--- src/rtl/mms_pkg.sv ---
// Constants and types for the program memory map and stack unit
package mms_pkg;
	typedef enum logic [3:0] {
		OP_FETCH, OP_JUMP, OP_LDC, OP_LOAD_PROGRAM_AUTOINC, OP_LDE, OP_LOAD_DATA_AUTOINC,
		OP_PUSH, OP_POP, OP_CALL, OP_RET, OP_INT, OP_INTERRUPT_RETURN
	} mms_op_t;
	typedef enum logic [2:0] {
		ST_IDLE, ST_STEP, ST_INT1, ST_INT2, ST_WAIT_EXT
	} mms_state_t;
	typedef enum logic [1:0] {BP_IDLE, BP_ADDR, BP_DATA, BP_LAST} mms_bph_t;

	localparam int VEC_ENTRIES = 6;
	localparam logic [15:0] VEC_BYTES = 16'h000c;
	localparam logic [15:0] ROM_TOP_DEF = 16'h0fff;
	localparam logic [15:0] EXT_DATA_BASE = 16'h1000;
	localparam logic [15:0] PC_RST = 16'h000c;
	localparam logic [7:0] REG_PORT01_MODE_REG = 8'hf8;
	localparam logic [7:0] REG_SPH = 8'hfe;
	localparam logic [7:0] REG_SPL = 8'hff;
	localparam logic [7:0] PORT01_MODE_REG_RST = 8'h04;
	localparam int PORT01_MODE_REG_STK_BIT = 2;
	localparam logic [7:0] SP_RST = 8'h00;
	localparam logic [7:0] GP_LIMIT = 8'hf0;
	localparam logic [7:0] NOP_OPCODE = 8'hff;
	localparam logic [1:0] DM_EN_BITS = 2'h3;
endpackage : mms_pkg

--- src/rtl/mms_ext_bus.sv ---
// External memory bus cycle engine on ports 0 and 1
module mms_ext_bus (
	input wire logic core_clk,
	input wire logic nrst,
	input wire logic go,
	input wire logic wr,
	input wire logic dm,
	input wire logic [15:0] addr,
	input wire logic [7:0] wdata,
	input wire logic [7:0] mux_in,
	output logic [7:0] addr_high_byte,
	output logic [7:0] mux_out,
	output logic mux_oe,
	output logic address_strobe_n,
	output logic data_strobe_n,
	output logic read_write_n,
	output logic dm_n,
	output logic done,
	output logic [7:0] rdata
);
	mms_pkg::mms_bph_t ph_q;

	always_ff @(posedge core_clk) begin
		if (!nrst) begin
			ph_q <= mms_pkg::BP_IDLE;
			addr_high_byte <= 8'h00;
			mux_out <= 8'h00;
			mux_oe <= 1'b0;
			address_strobe_n <= 1'b1;
			data_strobe_n <= 1'b1;
			read_write_n <= 1'b1;
			dm_n <= 1'b1;
			done <= 1'b0;
			rdata <= 8'h00;
		end else begin
			done <= 1'b0;
			case (ph_q)
				mms_pkg::BP_IDLE: if (go) begin
					// Address phase: low byte shares port 1 with data
					addr_high_byte <= addr[15:8];
					mux_out <= addr[7:0];
					mux_oe <= 1'b1;
					address_strobe_n <= 1'b0;
					read_write_n <= ~wr;
					dm_n <= ~dm;
					ph_q <= mms_pkg::BP_ADDR;
				end
				mms_pkg::BP_ADDR: begin
					address_strobe_n <= 1'b1;
					data_strobe_n <= 1'b0;
					mux_out <= wdata;
					mux_oe <= wr;
					ph_q <= mms_pkg::BP_DATA;
				end
				mms_pkg::BP_DATA: ph_q <= mms_pkg::BP_LAST;
				default: begin
					data_strobe_n <= 1'b1;
					rdata <= mux_in;
					done <= 1'b1;
					mux_oe <= 1'b0;
					read_write_n <= 1'b1;
					dm_n <= 1'b1;
					ph_q <= mms_pkg::BP_IDLE;
				end
			endcase
		end
	end
endmodule : mms_ext_bus

--- src/rtl/mms_core.sv ---
// Program memory map, external fetch, ROM protect and stack unit
module mms_core #(
	parameter logic [15:0] ROM_TOP = mms_pkg::ROM_TOP_DEF,
	parameter bit HAS_EXT_PORTS = 1'b1,
	parameter bit ROM_PROTECT = 1'b0
) (
	input wire logic core_clk,
	input wire logic nrst,
	input wire logic cmd_valid,
	input wire mms_pkg::mms_op_t cmd_op,
	input wire logic [15:0] cmd_addr,
	input wire logic [7:0] cmd_wdata,
	output logic cmd_ready,
	output logic rsp_valid,
	output logic [7:0] rsp_data,
	output logic rsp_blocked,
	output logic [15:0] rsp_ptr,
	output logic [15:0] pc_value,
	input wire logic reg_wr,
	input wire logic [7:0] reg_addr,
	input wire logic [7:0] reg_wdata,
	output logic [7:0] reg_rdata,
	input wire logic [1:0] port3_mode_dm,
	output logic rom_rd,
	output logic [15:0] rom_addr,
	input wire logic [7:0] rom_data,
	output logic rf_re,
	output logic rf_we,
	output logic [7:0] rf_addr,
	output logic [7:0] rf_wdata,
	input wire logic [7:0] rf_rdata,
	output logic [7:0] addr_high_byte,
	output logic [7:0] mux_addr_data_low_out,
	output logic mux_addr_data_low_oe,
	input wire logic [7:0] mux_addr_data_low_in,
	output logic address_strobe_n,
	output logic data_strobe_n,
	output logic read_write_n,
	output logic port3_bit4
);
	mms_pkg::mms_state_t state_q;
	mms_pkg::mms_op_t op_q;
	logic [15:0] pc_q, addr_q;
	logic [7:0] wdata_q, port01_mode_reg_q, sph_q, spl_q, pch_tmp_q, flags_tmp_q;
	logic [1:0] cnt_q, total_q;
	logic rom_sel_q, rf_ok_q, ext_go_q, ext_wr_q, ext_dm_q;
	logic [15:0] ext_addr_q;
	logic [7:0] ext_wdata_q;
	logic bus_done;
	logic [7:0] bus_rdata;

	// Operation classes
	wire logic is_push = op_q inside {mms_pkg::OP_PUSH, mms_pkg::OP_CALL,
		mms_pkg::OP_INT};
	wire logic is_pop = op_q inside {mms_pkg::OP_POP, mms_pkg::OP_RET,
		mms_pkg::OP_INTERRUPT_RETURN};
	wire logic is_stk = is_push | is_pop;
	wire logic is_ldc = op_q inside {mms_pkg::OP_LDC, mms_pkg::OP_LOAD_PROGRAM_AUTOINC};
	wire logic is_lde = op_q inside {mms_pkg::OP_LDE, mms_pkg::OP_LOAD_DATA_AUTOINC};
	wire logic is_ld = is_ldc | is_lde;
	wire logic is_inc = op_q inside {mms_pkg::OP_LOAD_PROGRAM_AUTOINC, mms_pkg::OP_LOAD_DATA_AUTOINC};
	wire logic is_fetch = op_q == mms_pkg::OP_FETCH;
	wire logic [1:0] idx = total_q - cnt_q;

	// Stack placement and pointer arithmetic
	wire logic stk_int = port01_mode_reg_q[mms_pkg::PORT01_MODE_REG_STK_BIT];
	wire logic [15:0] sp16 = {sph_q, spl_q};
	wire logic [7:0] spl_dec = spl_q - 8'h01;
	wire logic [7:0] spl_inc = spl_q + 8'h01;
	wire logic [15:0] sp_dec = stk_int ? {sph_q, spl_dec}
		: sp16 - 16'h0001;
	wire logic [15:0] sp_inc = stk_int ? {sph_q, spl_inc}
		: sp16 + 16'h0001;

	// Target selection for the current byte
	wire logic beyond = pc_q > ROM_TOP;
	wire logic ld_prog = is_ldc | (is_lde
		&& addr_q < mms_pkg::EXT_DATA_BASE);
	wire logic blk = ROM_PROTECT && is_ld && ld_prog;
	wire logic [15:0] acc_addr = is_push ? sp_dec
		: is_pop ? sp16 : is_fetch ? pc_q : addr_q;
	wire logic use_rom = (is_fetch && !beyond)
		|| (is_ld && ld_prog && addr_q <= ROM_TOP && !blk);
	wire logic use_rf = is_stk && stk_int;
	wire logic rf_ok = acc_addr[7:0] < mms_pkg::GP_LIMIT;
	wire logic no_ext = (is_fetch || is_ld) && !use_rom && !HAS_EXT_PORTS;
	wire logic local_done = op_q == mms_pkg::OP_JUMP || blk || no_ext;
	wire logic use_ext = !local_done && !use_rom && !use_rf;
	wire logic dm_en = port3_mode_dm == mms_pkg::DM_EN_BITS;
	wire logic dm_act = is_lde || (is_stk && !stk_int);
	wire logic [7:0] local_val = (is_fetch && no_ext) ? mms_pkg::NOP_OPCODE
		: 8'h00;

	// Byte pushed for each step of a multi-byte save
	wire logic [7:0] push_byte = op_q == mms_pkg::OP_PUSH ? wdata_q
		: idx == 2'd0 ? pc_q[7:0]
		: idx == 2'd1 ? pc_q[15:8] : wdata_q;

	wire logic step_fin = state_q == mms_pkg::ST_STEP && local_done;
	wire logic byte_done = step_fin || state_q == mms_pkg::ST_INT2
		|| (state_q == mms_pkg::ST_WAIT_EXT && bus_done);
	wire logic [7:0] byte_val = state_q == mms_pkg::ST_INT2
		? (rom_sel_q ? rom_data : rf_ok_q ? rf_rdata : 8'h00)
		: state_q == mms_pkg::ST_WAIT_EXT ? bus_rdata : local_val;
	wire logic last = cnt_q == 2'd1;
	wire logic take = cmd_valid && cmd_ready;
	wire logic [1:0] cmd_total = cmd_op inside {mms_pkg::OP_CALL,
		mms_pkg::OP_RET} ? 2'd2 : cmd_op inside {mms_pkg::OP_INT,
		mms_pkg::OP_INTERRUPT_RETURN} ? 2'd3 : 2'd1;
	wire logic [7:0] reg_rd_mux = reg_addr == mms_pkg::REG_PORT01_MODE_REG ? port01_mode_reg_q
		: reg_addr == mms_pkg::REG_SPH ? sph_q
		: reg_addr == mms_pkg::REG_SPL ? spl_q : 8'h00;

	// Sequencer
	always_ff @(posedge core_clk) begin
		if (!nrst) begin
			state_q <= mms_pkg::ST_IDLE;
			op_q <= mms_pkg::OP_FETCH;
			addr_q <= 16'h0000;
			wdata_q <= 8'h00;
			cnt_q <= 2'd0;
			total_q <= 2'd0;
			cmd_ready <= 1'b0;
		end else begin
			case (state_q)
				mms_pkg::ST_IDLE: begin
					cmd_ready <= 1'b1;
					if (take) begin
						op_q <= cmd_op;
						addr_q <= cmd_addr;
						wdata_q <= cmd_wdata;
						cnt_q <= cmd_total;
						total_q <= cmd_total;
						cmd_ready <= 1'b0;
						state_q <= mms_pkg::ST_STEP;
					end
				end
				mms_pkg::ST_STEP: begin
					if (local_done) state_q <= mms_pkg::ST_IDLE;
					else if (use_ext) state_q <= mms_pkg::ST_WAIT_EXT;
					else state_q <= mms_pkg::ST_INT1;
				end
				mms_pkg::ST_INT1: state_q <= mms_pkg::ST_INT2;
				default: begin
					if (byte_done) begin
						cnt_q <= cnt_q - 2'd1;
						state_q <= last ? mms_pkg::ST_IDLE : mms_pkg::ST_STEP;
					end
				end
			endcase
		end
	end

	// Memory strobes for the current byte
	always_ff @(posedge core_clk) begin
		if (!nrst) begin
			rom_rd <= 1'b0;
			rom_addr <= 16'h0000;
			rf_re <= 1'b0;
			rf_we <= 1'b0;
			rf_addr <= 8'h00;
			rf_wdata <= 8'h00;
			rom_sel_q <= 1'b0;
			rf_ok_q <= 1'b0;
			ext_go_q <= 1'b0;
			ext_wr_q <= 1'b0;
			ext_dm_q <= 1'b0;
			ext_addr_q <= 16'h0000;
			ext_wdata_q <= 8'h00;
		end else begin
			rom_rd <= 1'b0;
			rf_re <= 1'b0;
			rf_we <= 1'b0;
			ext_go_q <= 1'b0;
			if (state_q == mms_pkg::ST_STEP && !local_done) begin
				rom_sel_q <= use_rom;
				rf_ok_q <= rf_ok;
				if (use_rom) begin
					rom_rd <= 1'b1;
					rom_addr <= acc_addr;
				end else if (use_rf) begin
					rf_addr <= acc_addr[7:0];
					rf_wdata <= push_byte;
					rf_we <= is_push && rf_ok;
					rf_re <= is_pop && rf_ok;
				end else begin
					ext_go_q <= 1'b1;
					ext_wr_q <= is_push;
					ext_dm_q <= dm_act && dm_en;
					ext_addr_q <= acc_addr;
					ext_wdata_q <= push_byte;
				end
			end
		end
	end

	// Program counter, stack pointer and mode registers
	always_ff @(posedge core_clk) begin
		if (!nrst) begin
			pc_q <= mms_pkg::PC_RST;
			port01_mode_reg_q <= mms_pkg::PORT01_MODE_REG_RST;
			sph_q <= mms_pkg::SP_RST;
			spl_q <= mms_pkg::SP_RST;
			pch_tmp_q <= 8'h00;
			flags_tmp_q <= 8'h00;
		end else begin
			if (reg_wr && reg_addr == mms_pkg::REG_PORT01_MODE_REG) port01_mode_reg_q <= reg_wdata;
			if (reg_wr && reg_addr == mms_pkg::REG_SPH) sph_q <= reg_wdata;
			if (reg_wr && reg_addr == mms_pkg::REG_SPL) spl_q <= reg_wdata;
			if (state_q == mms_pkg::ST_STEP && is_stk) begin
				{sph_q, spl_q} <= is_push ? sp_dec : sp_inc;
			end
			if (byte_done) begin
				if ((op_q == mms_pkg::OP_INTERRUPT_RETURN) && idx == 2'd0)
					flags_tmp_q <= byte_val;
				if ((op_q == mms_pkg::OP_RET && idx == 2'd0)
					|| (op_q == mms_pkg::OP_INTERRUPT_RETURN && idx == 2'd1))
					pch_tmp_q <= byte_val;
				if (last) begin
					case (op_q)
						mms_pkg::OP_FETCH: pc_q <= pc_q + 16'h0001;
						mms_pkg::OP_JUMP, mms_pkg::OP_CALL,
						mms_pkg::OP_INT: pc_q <= addr_q;
						mms_pkg::OP_RET,
						mms_pkg::OP_INTERRUPT_RETURN: pc_q <= {pch_tmp_q, byte_val};
						default: pc_q <= pc_q;
					endcase
				end
			end
		end
	end

	// Answer to the core
	always_ff @(posedge core_clk) begin
		if (!nrst) begin
			rsp_valid <= 1'b0;
			rsp_data <= 8'h00;
			rsp_blocked <= 1'b0;
			rsp_ptr <= 16'h0000;
			reg_rdata <= 8'h00;
			pc_value <= mms_pkg::PC_RST;
		end else begin
			reg_rdata <= reg_rd_mux;
			pc_value <= pc_q;
			rsp_valid <= byte_done && last;
			if (byte_done && last) begin
				rsp_data <= op_q == mms_pkg::OP_INTERRUPT_RETURN ? flags_tmp_q : byte_val;
				rsp_blocked <= blk;
				rsp_ptr <= (is_inc && !blk) ? addr_q + 16'h0001 : addr_q;
			end
		end
	end

	mms_ext_bus u_bus (
		.core_clk(core_clk),
		.nrst(nrst),
		.go(ext_go_q),
		.wr(ext_wr_q),
		.dm(ext_dm_q),
		.addr(ext_addr_q),
		.wdata(ext_wdata_q),
		.mux_in(mux_addr_data_low_in),
		.addr_high_byte(addr_high_byte),
		.mux_out(mux_addr_data_low_out),
		.mux_oe(mux_addr_data_low_oe),
		.address_strobe_n(address_strobe_n),
		.data_strobe_n(data_strobe_n),
		.read_write_n(read_write_n),
		.dm_n(port3_bit4),
		.done(bus_done),
		.rdata(bus_rdata)
	);
endmodule : mms_core

--- config.mk ---
export PLATFORM = sky130hd
export DESIGN_NAME = mms_core
export DESIGN_NICKNAME = d
export VERILOG_FILES = /design/src/rtl/mms_pkg.sv /design/src/rtl/mms_ext_bus.sv /design/src/rtl/mms_core.sv
export SDC_FILE = /design/constraint.sdc
export NUM_CORES = 1
export LEC_CHECK = 0
export BUFFER_PORTS_ARGS = -buffer_cell sky130_fd_sc_hd__buf_2
export CAP_MARGIN = 20
export CORE_MARGIN = 5
export CORE_UTILIZATION = 25
export DETAILED_ROUTE_END_ITERATION = 8
export PLACE_DENSITY = 0.51
export SYNTH_ARGS = -nofsm -noshare
export SYNTH_HDL_FRONTEND = slang
export SYNTH_HIERARCHICAL = 1
export SYNTH_SLANG_ARGS = --single-unit
--- constraint.sdc ---
create_clock -name core_clk -period 2.95 [get_ports core_clk]
set_clock_uncertainty 0.05 [all_clocks]
set_input_delay 0.59 -clock core_clk [delete_from_list [all_inputs] [get_ports core_clk]]
set_output_delay 0.59 -clock core_clk [all_outputs]
set_load 0.02 [all_outputs]
==> results of run 1 <==
-- cells in the final DEF (no fill, tap or decap), types with 17 or more instances in the layout --
master,count
nor3_1,24
xnor2_1,19
buf_2,179
nand2_1,222
mux2i_1,45
dfxtp_1,237
a21oi_1,140
o21ai_0,35
and2_1,17
xor2_1,18
a211oi_1,38
inv_1,17
clkbuf_16,29
a22oi_1,18
o21ai_1,23
nand3_1,45
buf_4,65
nor2_1,128
-- path summary, 6_finish.rpt --
check	from	slack, ns	depth (start not counted)	to
hold reg to reg	u_bus/addr_high_byte[2]	0.40	2	u_bus/addr_high_byte[2]
setup reg to reg	op_q[2]	0.26	6	rf_re
setup / recovery	op_q[2]	0.26	6	rf_re
hold / removal	cmd_addr[14]	0.23	3	addr_q[14]
-- through the flow --
stage | instance area (µm²) | worst slack, ns
detailed placement | 13100 | 0.357
global route | 14000 | 0.112
finish | 14000 | 0.264
CTS | 14000 | 0.320
global placement | 13100 | 0.400
floorplan | 11500 | 0.737
-- critical path, stage by stage (launching register included) --
cell      delay (ns)
dfxtp_1         0.75
nand2b_1        0.40
nand2_1         0.33
a221oi_1        0.40
buf_4           0.20
and4b_1         0.22
nor2_1          0.22
-- per-layer routing --
metal / share of wire [%] / global-route usage (%)
met1: 43 / 21.0
met2: 48 / 26.9
met3: 6.4 / 3.15
met4: 3.1 / 4.83
met5: 0 / 0
-- logic make-up after synthesis --
group / after synthesis / synth area share [%]
mux: 46 / 4.05
fa+ha+maj: 13 / 1.41
buf+inv: 135 / 5.82
compound gates: 378 / 21.3
xor+xnor: 38 / 3.02
flops: 237 / 41.3
other cells: 1 / 0.0326
simple gates: 552 / 23.1
-- power by group --
group	total (mW)	internal, mW	switching, mW
sequential	3.62	3.39	0.231
clock	3.50	2.11	1.39
combinational	2.31	0.816	1.49
-- cell type report --
| cell class | instances | share of cell area (%) |
|---|---|---|
| tap | 600 | 5.35 |
| inverter | 19 | 0.526 |
| multi-input combinational | 1028 | 43.5 |
| timing repair buffer | 246 | 10.1 |
| clock inverter | 7 | 0.499 |
| clock buffer | 44 | 6.21 |
| sequential | 237 | 33.8 |
-- flip-flops by register name, summed over array words and instances (netlist names), 16 cells and up --
name and count:
ext_addr_q 16, pc_value 16, addr_q 16, rsp_ptr 16
pc_q 16, rom_addr 16
==> reports/metrics.yaml, run 1 <==
routing:
  drtPass1Iterations: 5
  drt_iter0_drc: 918
  wl_per_cell_um: 19.5
  drt-total-wl_mm: 42.4
  postRouteAntennaNets: 0
  viasPerCell: 5.00
  vias: 10900
  drcViolationCount: 0
placement:
  hpwl_mm: 32.1
  port_buffers: 179
  place_inst: 2130
  place_congestion: 0.867
yosys:
  synth_top_area_cell: "dfxtp_1"
  netlist_area_um2: 11500
  yosysUniqueCellTypes: 89
  synth_commonest_cells: "dfxtp_1 (237), nand2_1 (222), a21oi_1 (140), nor2_1 (130), clkbuf_1 (62)"
  synth_nets: 1487
  synth_edf_count: 0
  ys.warnings.count: 6
  async_flop_share_pct: 0
  synth-seq-cells: 237
  avgSynthCellArea_um2: 8.21
  synth_flop_cell: "dfxtp_1"
  synth.most_common_cell: "dfxtp_1"
  synth_area_leaders: "dfxtp_1 (41%), nand2_1 (7.2%), a21oi_1 (6.1%)"
  yosysTopAreaCellShare_pct: 41.3
  synth_cells: 1400
  yosysSeqAreaShare_pct: 41.3
clock_network:
  clock-sinks: 237
  clockBufferDepth: 3
  clk_latency_ns: 0.57
  holdBufCountCts: 0
  postCtsSetupRepairBufs: 0
  cts_inserted_buffers: 29
  cts_resized: 0
  clkTransAtPathRegs_ns: 0.06
  cts_tree: "done"
  clockRootBuffer: "clkbuf_16"
  htreeDepth: 1
layout:
  final_util_pct: 30.9
  layout.area.seq_um2: 4740
  n_antenna_cell: 0
  drive_gt1_share_pct: 20.9
  fin_nets: 1648
  instances_no_fill: 2181
  multiInputGateArea_um2: 6100
  syn2layout_area_growth_pct: 22.0
  fillers: 4884
global_route:
  globalRouteTotalUtil_pct: 16.0
  grt_pass1_wl_mm: 64.0
  grt_pass1_vias: 10400
  grt_max_degree: 64
  gr-total-overflow: 0
  antenna_found_initial: 0
power_and_ir_drop:
  ir_drop_uv: 440
  power_leakage_nw: 5.45
  fin_total_pwr_mw: 9.43
  pwr_density_cell_nw_per_um2: 672
worst_setup_path:
  worstSetupEndpointType: "flop"
  setup.worst_path.class: "reg2reg"
  worstPathRequired_ns: 3.37
  startpoint_type: "flop"
  cp.arrival_ns: 3.10
  path_max_fanout: 17
floorplan:
  start_util_pct: 25.3
  fp.dieH_um: 224
  die_x_um: 224
  row_count: 78
  design.core.area_um2: 45500
  num_io_pins: 181
  dieArea_um2: 50400
sta:
  period_minus_slack_ns: 2.69
  drv_slew: 0
  finalSetupViolCount: 0
  hold_ws_ns: 0.226
  rsz0062_at_grt: "no"
  fmax_ghz: 0.372
  hold_viol_final: 0
  worstMarginPinSlew_ns: 0.857
  fin_setup_tns_ns: 0
  period_share_pct: 91.1
  slew_headroom_pct: 42.7
outcome:
  status: "complete, no violations"
job:
  maxCapViolations: 0
min_path:
  hp-class: "in2reg"
Power figures use the tool's default switching activity.
==> inputs of run 2 (changes only) <==
--- a/config.mk
+++ b/config.mk
@@ -5,12 +5,13 @@
 export SDC_FILE = /design/constraint.sdc
 export NUM_CORES = 1
 export LEC_CHECK = 0
-export BUFFER_PORTS_ARGS = -buffer_cell sky130_fd_sc_hd__buf_2
 export CAP_MARGIN = 20
 export CORE_MARGIN = 5
 export CORE_UTILIZATION = 25
 export DETAILED_ROUTE_END_ITERATION = 8
-export PLACE_DENSITY = 0.51
+export DONT_BUFFER_PORTS = 1
+export PLACE_DENSITY = 0.47
+export REMOVE_ABC_BUFFERS = 1
 export SYNTH_ARGS = -nofsm -noshare
 export SYNTH_HDL_FRONTEND = slang
 export SYNTH_HIERARCHICAL = 1
==> reports/metrics.yaml, run 2 (same netlist as run 1, synthesis figures left out) <==
layout:
  instances_no_fill: 2001
  final_cell_mix: "dfxtp_1 (237), nand2_1 (222), a21oi_1 (140)"
  n_antenna_cell: 0
  mostFrequentLayoutCell: "dfxtp_1"
  design_area_um2: 13200
  final_util_pct: 29.0
  fin_nets: 1467
  drive_gt1_share_pct: 11.1
  syn2layout_area_growth_pct: 14.5
power_and_ir_drop:
  power_leakage_nw: 4.59
  ir_drop_uv: 494
  pwr_density_cell_nw_per_um2: 723
  fin_total_pwr_mw: 9.52
worst_setup_path:
  worstPathRequired_ns: 3.37
  worstSetupEndpointType: "flop"
  worstSetupStartpoint: "op_q[2]"
  cp.arrival_ns: 2.98
  r2r_start: "op_q[2]"
  critPathMaxStageDelay_ns: 0.74
  rrSetupSlack_ns: 0.39
  path_cells: "nand2b_1, nand2_1, a221oi_1, buf_4, and4b_1, nor4_1"
  setup.worst_path.class: "reg2reg"
  cpMaxStageDelayCell: "dfxtp_1"
  path_max_fanout: 17
  startpoint_type: "flop"
  rr_worst_depth: 6
sta:
  worst_slack_ns: 0.392
  period_share_pct: 86.7
  finalSetupViolCount: 0
  drv_slew: 0
  slew_headroom_pct: 47.2
  hold_viol_final: 0
  hold_ws_ns: 0.104
  period_minus_slack_ns: 2.56
  fmax_ghz: 0.391
  rsz0062_at_grt: "no"
  worstMarginPinSlew_ns: 0.790
  fin_setup_tns_ns: 0
clock_network:
  clock-sinks: 237
  holdBufCountCts: 0
  cts_resized: 0
  cts_tree: "done"
  clockBufferDepth: 3
  clk_latency_ns: 0.56
  clkTransAtPathRegs_ns: 0.07
  clockRootBuffer: "clkbuf_16"
  htreeDepth: 1
  postCtsSetupRepairBufs: 0
  cts_inserted_buffers: 28
global_route:
  gr-total-overflow: 0
  antenna_found_initial: 1
  grt_pass1_wl_mm: 62.0
  globalRouteTotalUtil_pct: 15.6
  grt_max_degree: 93
  grt_pass1_vias: 9772
routing:
  wl_per_cell_um: 20.6
  drt_iter0_drc: 803
  drtPass1Iterations: 5
  postRouteAntennaNets: 0
  drt-total-wl_mm: 41.2
  vias: 10100
  drcViolationCount: 0
  viasPerCell: 5.06
min_path:
  min_path_cells: 2
  min-delay-start: "cmd_addr[14]"
  hp-class: "in2reg"
floorplan:
  dieArea_um2: 50400
  design.core.area_um2: 45500
  num_io_pins: 181
  start_util_pct: 25.3
  row_count: 78
  fp.dieH_um: 224
  die_x_um: 224
placement:
  place_area_um2: 12200
  place_congestion: 0.849
  hpwl_mm: 30.1
  port_buffers: 0
  place_inst: 1950
  place_ws_ns: 0.438
outcome:
  status: "complete, no violations"
job:
  maxCapViolations: 0
[run 2: power by group]
group / internal, mW / total (mW) / switching [mW]
clock: 2.24 / 3.69 / 1.45
sequential: 3.39 / 3.72 / 0.326
combinational: 0.766 / 2.11 / 1.35
total: 6.40 / 9.52 / 3.12
[run 2: routing by layer]
layer / global-route usage [%] / share of wire [%] / up-vias
met2: 25.0 / 46 / 323
met4: 4.26 / 2.2 / 2
li1: - / - / 4935
met3: 4.75 / 8.4 / 55
met5: 0 / 0.048 / -
met1: 20.5 / 44 / 4816
[run 2: path summary, 6_finish.rpt]
path                                             end
worst min-delay path                      addr_q[14]
worst min register to register  port01_mode_reg_q[6]
worst max register to register                 rf_we
worst max-delay path                           rf_we
[run 2: cell type report]
class,count,area [µm²]
Multi-Input combinational cell,1028,6100
Inverter,19,73.8
Fill cell,4979,32300
Clock inverter,16,198
Clock buffer,35,788
Tap cell,600,751
Sequential cell,237,4740
Timing Repair Buffer,66,508
[run 2: worst max-delay path, delay by kind of cell, from the launching register on]
family                 cells  cell delay (ns)
and+or+nand+nor            4             1.09
buffers and inverters      1             0.19
DFF                        1             0.74
AOI/OAI and AO/OA          1             0.39
